--- src/two_entry_buffer.sv ---
// two-entry buffer with valid/ready on both sides
// assumes one clock, asynchronous active-high reset
module two_entry_buffer #(
	parameter int W = 64
) (
	input  wire logic         i_clk,
	input  wire logic         i_rst,
	input  wire logic         i_valid,
	output logic              o_ready,
	input  wire logic [W-1:0] i_data,
	output logic              o_valid,
	input  wire logic         i_ready,
	output logic [W-1:0]      o_data
);

	logic [W-1:0] mem_r [2];
	logic [W-1:0] mem_nxt [2];
	logic         wr_ptr_r;
	logic         wr_ptr_nxt;
	logic         rd_ptr_r;
	logic         rd_ptr_nxt;
	logic [1:0]   count_r;
	logic [1:0]   count_nxt;
	logic         push;
	logic         pop;

	////////////////////////////////////////////////////////////////////////////////
	assign o_ready = (count_r != 2'h2);
	assign o_valid = (count_r != 2'h0);
	assign o_data  = mem_r[rd_ptr_r];

	always_comb begin
		push       = i_valid && o_ready;
		pop        = o_valid && i_ready;
		mem_nxt    = mem_r;
		wr_ptr_nxt = wr_ptr_r;
		rd_ptr_nxt = rd_ptr_r;
		count_nxt  = count_r;
		if (push) begin
			mem_nxt[wr_ptr_r] = i_data;
			wr_ptr_nxt        = ~wr_ptr_r;
		end
		if (pop) begin
			rd_ptr_nxt = ~rd_ptr_r;
		end
		if (push && !pop) begin
			count_nxt = count_r + 2'h1;
		end else if (pop && !push) begin
			count_nxt = count_r - 2'h1;
		end
	end

	always_ff @(posedge i_clk or posedge i_rst) begin
		if (i_rst) begin
			for (int k = 0; k < 2; k++) begin
				mem_r[k] <= '0;
			end
			wr_ptr_r <= 1'b0;
			rd_ptr_r <= 1'b0;
			count_r  <= 2'h0;
		end else begin
			mem_r    <= mem_nxt;
			wr_ptr_r <= wr_ptr_nxt;
			rd_ptr_r <= rd_ptr_nxt;
			count_r  <= count_nxt;
		end
	end

endmodule : two_entry_buffer

--- config.mk ---
export PLATFORM = sky130hd
export DESIGN_NAME = two_entry_buffer
export DESIGN_NICKNAME = d
export VERILOG_FILES = /design/src/two_entry_buffer.sv
export SDC_FILE = /design/constraint.sdc
export NUM_CORES = 1
export LEC_CHECK = 0
export ABC_CLOCK_PERIOD_IN_PS = 8100
export BUFFER_PORTS_ARGS = -buffer_cell sky130_fd_sc_hd__buf_2
export CAP_MARGIN = 10
export CORE_MARGIN = 2
export CORE_UTILIZATION = 59
export CTS_BUF_LIST = sky130_fd_sc_hd__clkbuf_16
export CTS_CLUSTER_DIAMETER = 100
export DETAILED_ROUTE_END_ITERATION = 6
export GPL_TIMING_DRIVEN = 0
export PLACE_DENSITY = 0.86
export SKIP_LAST_GASP = 1
export SLEW_MARGIN = 20
export SYNTH_ARGS = -nofsm -noshare
export SYNTH_HDL_FRONTEND = slang
export SYNTH_SLANG_ARGS = --single-unit
--- constraint.sdc ---
create_clock -name i_clk -period 8.1 [get_ports i_clk]
set_input_delay 1.215 -clock i_clk [delete_from_list [all_inputs] [get_ports i_clk]]
set_output_delay 1.215 -clock i_clk [all_outputs]
set_load 0.05 [all_outputs]
Word-level counts from Yosys, hierarchy flattened:

Index checks and enable logic that the tools add are counted.

* flip-flop bits (word level): 132
* bits of input ports: 68
* word-level logic and storage cells: 32

* add/sub/neg operators: 2
* magnitude comparators: 3
* equal/unequal tests: 1
* mux-type cells: 8
* bitwise logic cells: 4
* reductions and logical operators: 9

Operators by type and width (count)
* 2-to-1 mux 64 bit: 4
* bitwise mux 128 bit: 1
* demux 64 bit (select 1 bit): 1
* logical AND 1 bit: 5
* greater-or-equal comparator 2 bit (second input constant): 2
* 2-to-1 mux 2 bit: 2
* inverter 1 -> 2 bit: 2
* nonzero test 2 bit: 2
* adder 2 x 1 -> 2 bit (second input constant): 1
* logical NOT 1 bit: 2
* less-than comparator 2 x 1 -> 1 bit (second input constant): 1
* != test 2 bit (second input constant): 1
* inverter 1 bit: 2
* subtractor 2 x 1 -> 2 bit (second input constant): 1

Depth between registers and ports, before layout:

* depth after elaboration: 6
* mapped depth: 6
* gate-level depth less buffers: 6

Least setup slack after synthesis:

OpenSTA, ideal clock, no wires.

* kind: register to output
* start point: reg rd_ptr_r
* end point: out o_data[0]
* arrival: 1.192 ns
* data required time: 6.885 ns
* path slack: 5.693 ns
* stages on the path, launching flop included: 4
* cells stage by stage: dfrtp_1 > buf_2 > buf_2 > mux2_2

* longest elaborated chain between the ends: 4

RTL lines
* from (decl): RTL line 20 `logic rd_ptr_r;`
* from (signal assigned): RTL line 64 `rd_ptr_r <= rd_ptr_nxt;`
* inverter 1 -> 2 bit (not written as such): RTL line 30 `assign o_data = mem_r[rd_ptr_r];`
* 2-to-1 mux 64 bit (not written as such) (3 in a row): RTL line 30
* to (decl): RTL line 13 `output logic [W-1:0] o_data`

Every way passes these cells. The select of a mux whose other input is x is not followed.

Worst setup path after layout:

* start point: reg rd_ptr_r
* end point: out o_data[61]

Same word-level chain as after synthesis.

==> results_dict.tcl <==
set metrics [dict create \
    maxSlewViolCount 0 \
    fin_crit_ps 3140 \
    layout_common_cells "139 x buf_2, 132 x dfrtp_1, 120 x mux2_4" \
    fin_skew_ps 4.77 \
    post_drt_wl_per_cell_um 19.2 \
    via_per_inst 5.36 \
    design.core.area_um2 10400 \
    clkLatencyLatePin_ps 410 \
    diodes 0 \
    startpoint_type "flop" \
    status "complete, no violations" \
    grt_max_degree 84 \
    clockBufferDepth 2 \
    cp-end-kind "output pin" \
    syn_inst 359 \
    synth_cell_types 18 \
    min_period_over_period 0.387 \
    fin_nets 581 \
    gp_congestion 0.807 \
    post_cts_buffers 0 \
    cts_inserted_buffers 17 \
    drive_above_1_share 0.718 \
    max_slew_margin 0.505 \
    tightest_slew_ps 743 \
    cap_viol_max_count 0 \
    yosys_warnings 0 \
    drtIter0Drc 150 \
    antenna_left 0 \
    syn_to_final_growth_pct 21.6 \
    fp.dieH_um 108 \
    rsz0062_at_grt "no" \
    clk_pin_slew_ps 50 \
    gr-total-overflow 0 \
    syn_nets 428 \
    ys_ff_latch 132 \
    tritoncts "yes" \
    crit_path_frequent_cell "buf_2" \
    antenna_found_initial 0 \
    grt_usage 0.234 \
    drcViolationCount 0 \
    syn_area_per_cell_um2 17.6 \
    crit_path_max_incr_delay_ps 380 \
    clockRootBuffer "clkbuf_16" \
    start_util 0.611 \
    port_buffers 133 \
    cpMaxStageDelayCell "mux2_2" \
    cts_hold_buffers 0 \
    hp-class "reg -> reg" \
    max_clock_freq_ghz 0.319 \
    vias 3521 \
    crit_type "reg -> out" \
    first_global_vias 3954 \
    final.setup.tns_ps 0 \
    cts_max_level 4 \
    path_cells "buf_2, buf_2, mux2_2, buf_2" \
    dp_hpwl_mm 8.36 \
    cp_data_arrival_time_ps 1920 \
    hold_viol_final 0 \
    ys_seq_area_frac 0.521 \
    final_common_cell "buf_2" \
    crit_fanout 10 \
    dieArea_um2 11600 \
    wirelength_mm 12.6 \
    cts_resized 0 \
    dr.pass1.iters 4 \
    core.rowCount 37 \
    io-pin-count 134 \
    clock-sinks 132 \
    final.fill_count 649 \
    synth_area_um2 6330 \
    grt_pass1_wl_mm 20.6 \
    setup_viol 0 \
    die_w_um 108 \
    required_ps 6880 \
]
-- critical path, delay by kind of cell (launching register included) --
kind | cells | cell delay, ps
buffers and inverters | 3 | 800
DFF | 1 | 330
muxes | 1 | 380
-- logic make-up after synthesis --
| logic type | after synthesis | share of synthesized area |
|---|---|---|
| buffers and inverters | 22 | 0.0488 |
| DFF | 132 | 0.521 |
| muxes | 192 | 0.412 |
| and+or+nand+nor | 7 | 0.00849 |
| adders and majority gates | 1 | 0.00197 |
| xor gates and xnor gates | 5 | 0.00691 |
-- cell usage after synthesis --
master / n / area (um2)
buf_6: 1 / 11.3
xor2_1: 3 / 26.3
and3_4: 1 / 11.3
nand2b_4: 1 / 13.8
ha_1: 1 / 12.5
mux2_2: 72 / 811
nand2_1: 1 / 3.75
and2_2: 1 / 7.51
nor2_1: 1 / 3.75
nand3b_1: 1 / 7.51
or2_2: 1 / 6.26
dfrtp_1: 132 / 3300
xnor2_1: 2 / 17.5
clkbuf_1: 1 / 3.75
buf_12: 13 / 260
buf_2: 6 / 30.0
mux2_4: 120 / 1800
inv_1: 1 / 3.75
-- worst paths after layout --
| check | startpoint | slack [ps] | cells after the start | end |
|---|---|---|---|---|
| hold reg to reg | mem_r[124] | 500 | 1 | mem_r[124] |
| max in group asynchronous | i_rst | 6450 | 3 | mem_r[49] |
| setup reg to reg | count_r[0] | 6420 | 5 | count_r[1] |
| setup / recovery | rd_ptr_r | 4960 | 4 | o_data[61] |
| hold / removal | mem_r[124] | 500 | 1 | mem_r[124] |
| min in group asynchronous | i_rst | 920 | 2 | mem_r[14] |
-- layout make-up --
cell class	count	area, um2	share of cell area
flip-flops and latches	132	3300	0.429
inverters	1	8.76	0.00114
clock inverters	11	73.8	0.00958
well taps	136	170	0.0221
plain buffers	21	305	0.0396
repair buffers	134	693	0.0900
multi-input cells	205	2720	0.353
clock buffers	17	425	0.0552
-- flip-flops by register name (all words and copies together), names as in the netlist --
name and flops:
count_r 2, wr_ptr_r 1, rd_ptr_r 1, mem_r 128
-- per-stage QoR --
stage | util | area [um2] | cells | hold slack (ps) | setup WS (ps)
6_report | 0.743 | 7700 | 657 | 501 | 4960
5_1_grt | 0.743 | 7700 | 657 | 511 | 4880
4_1_cts | 0.743 | 7700 | 657 | 504 | 4930
3_5_place_dp | 0.695 | 7200 | 629 | 489 | 5390
3_3_place_gp | 0.691 | 7170 | 628 | 469 | 2170
2_1_floorplan | - | 6330 | 359 | 456 | 3360
-- layer usage --
layer | part of all wire | vias up | track usage
li1 | - | 1585 | -
met1 | 0.44 | 1811 | 0.295
met2 | 0.48 | 109 | 0.373
met3 | 0.070 | 16 | 0.0823
met4 | 0.012 | 0 | 0.0861
met5 | 0 | - | 0
Power is not shown: default switching activity piles up to over one toggle a cycle in this logic, so the estimate is an artifact.
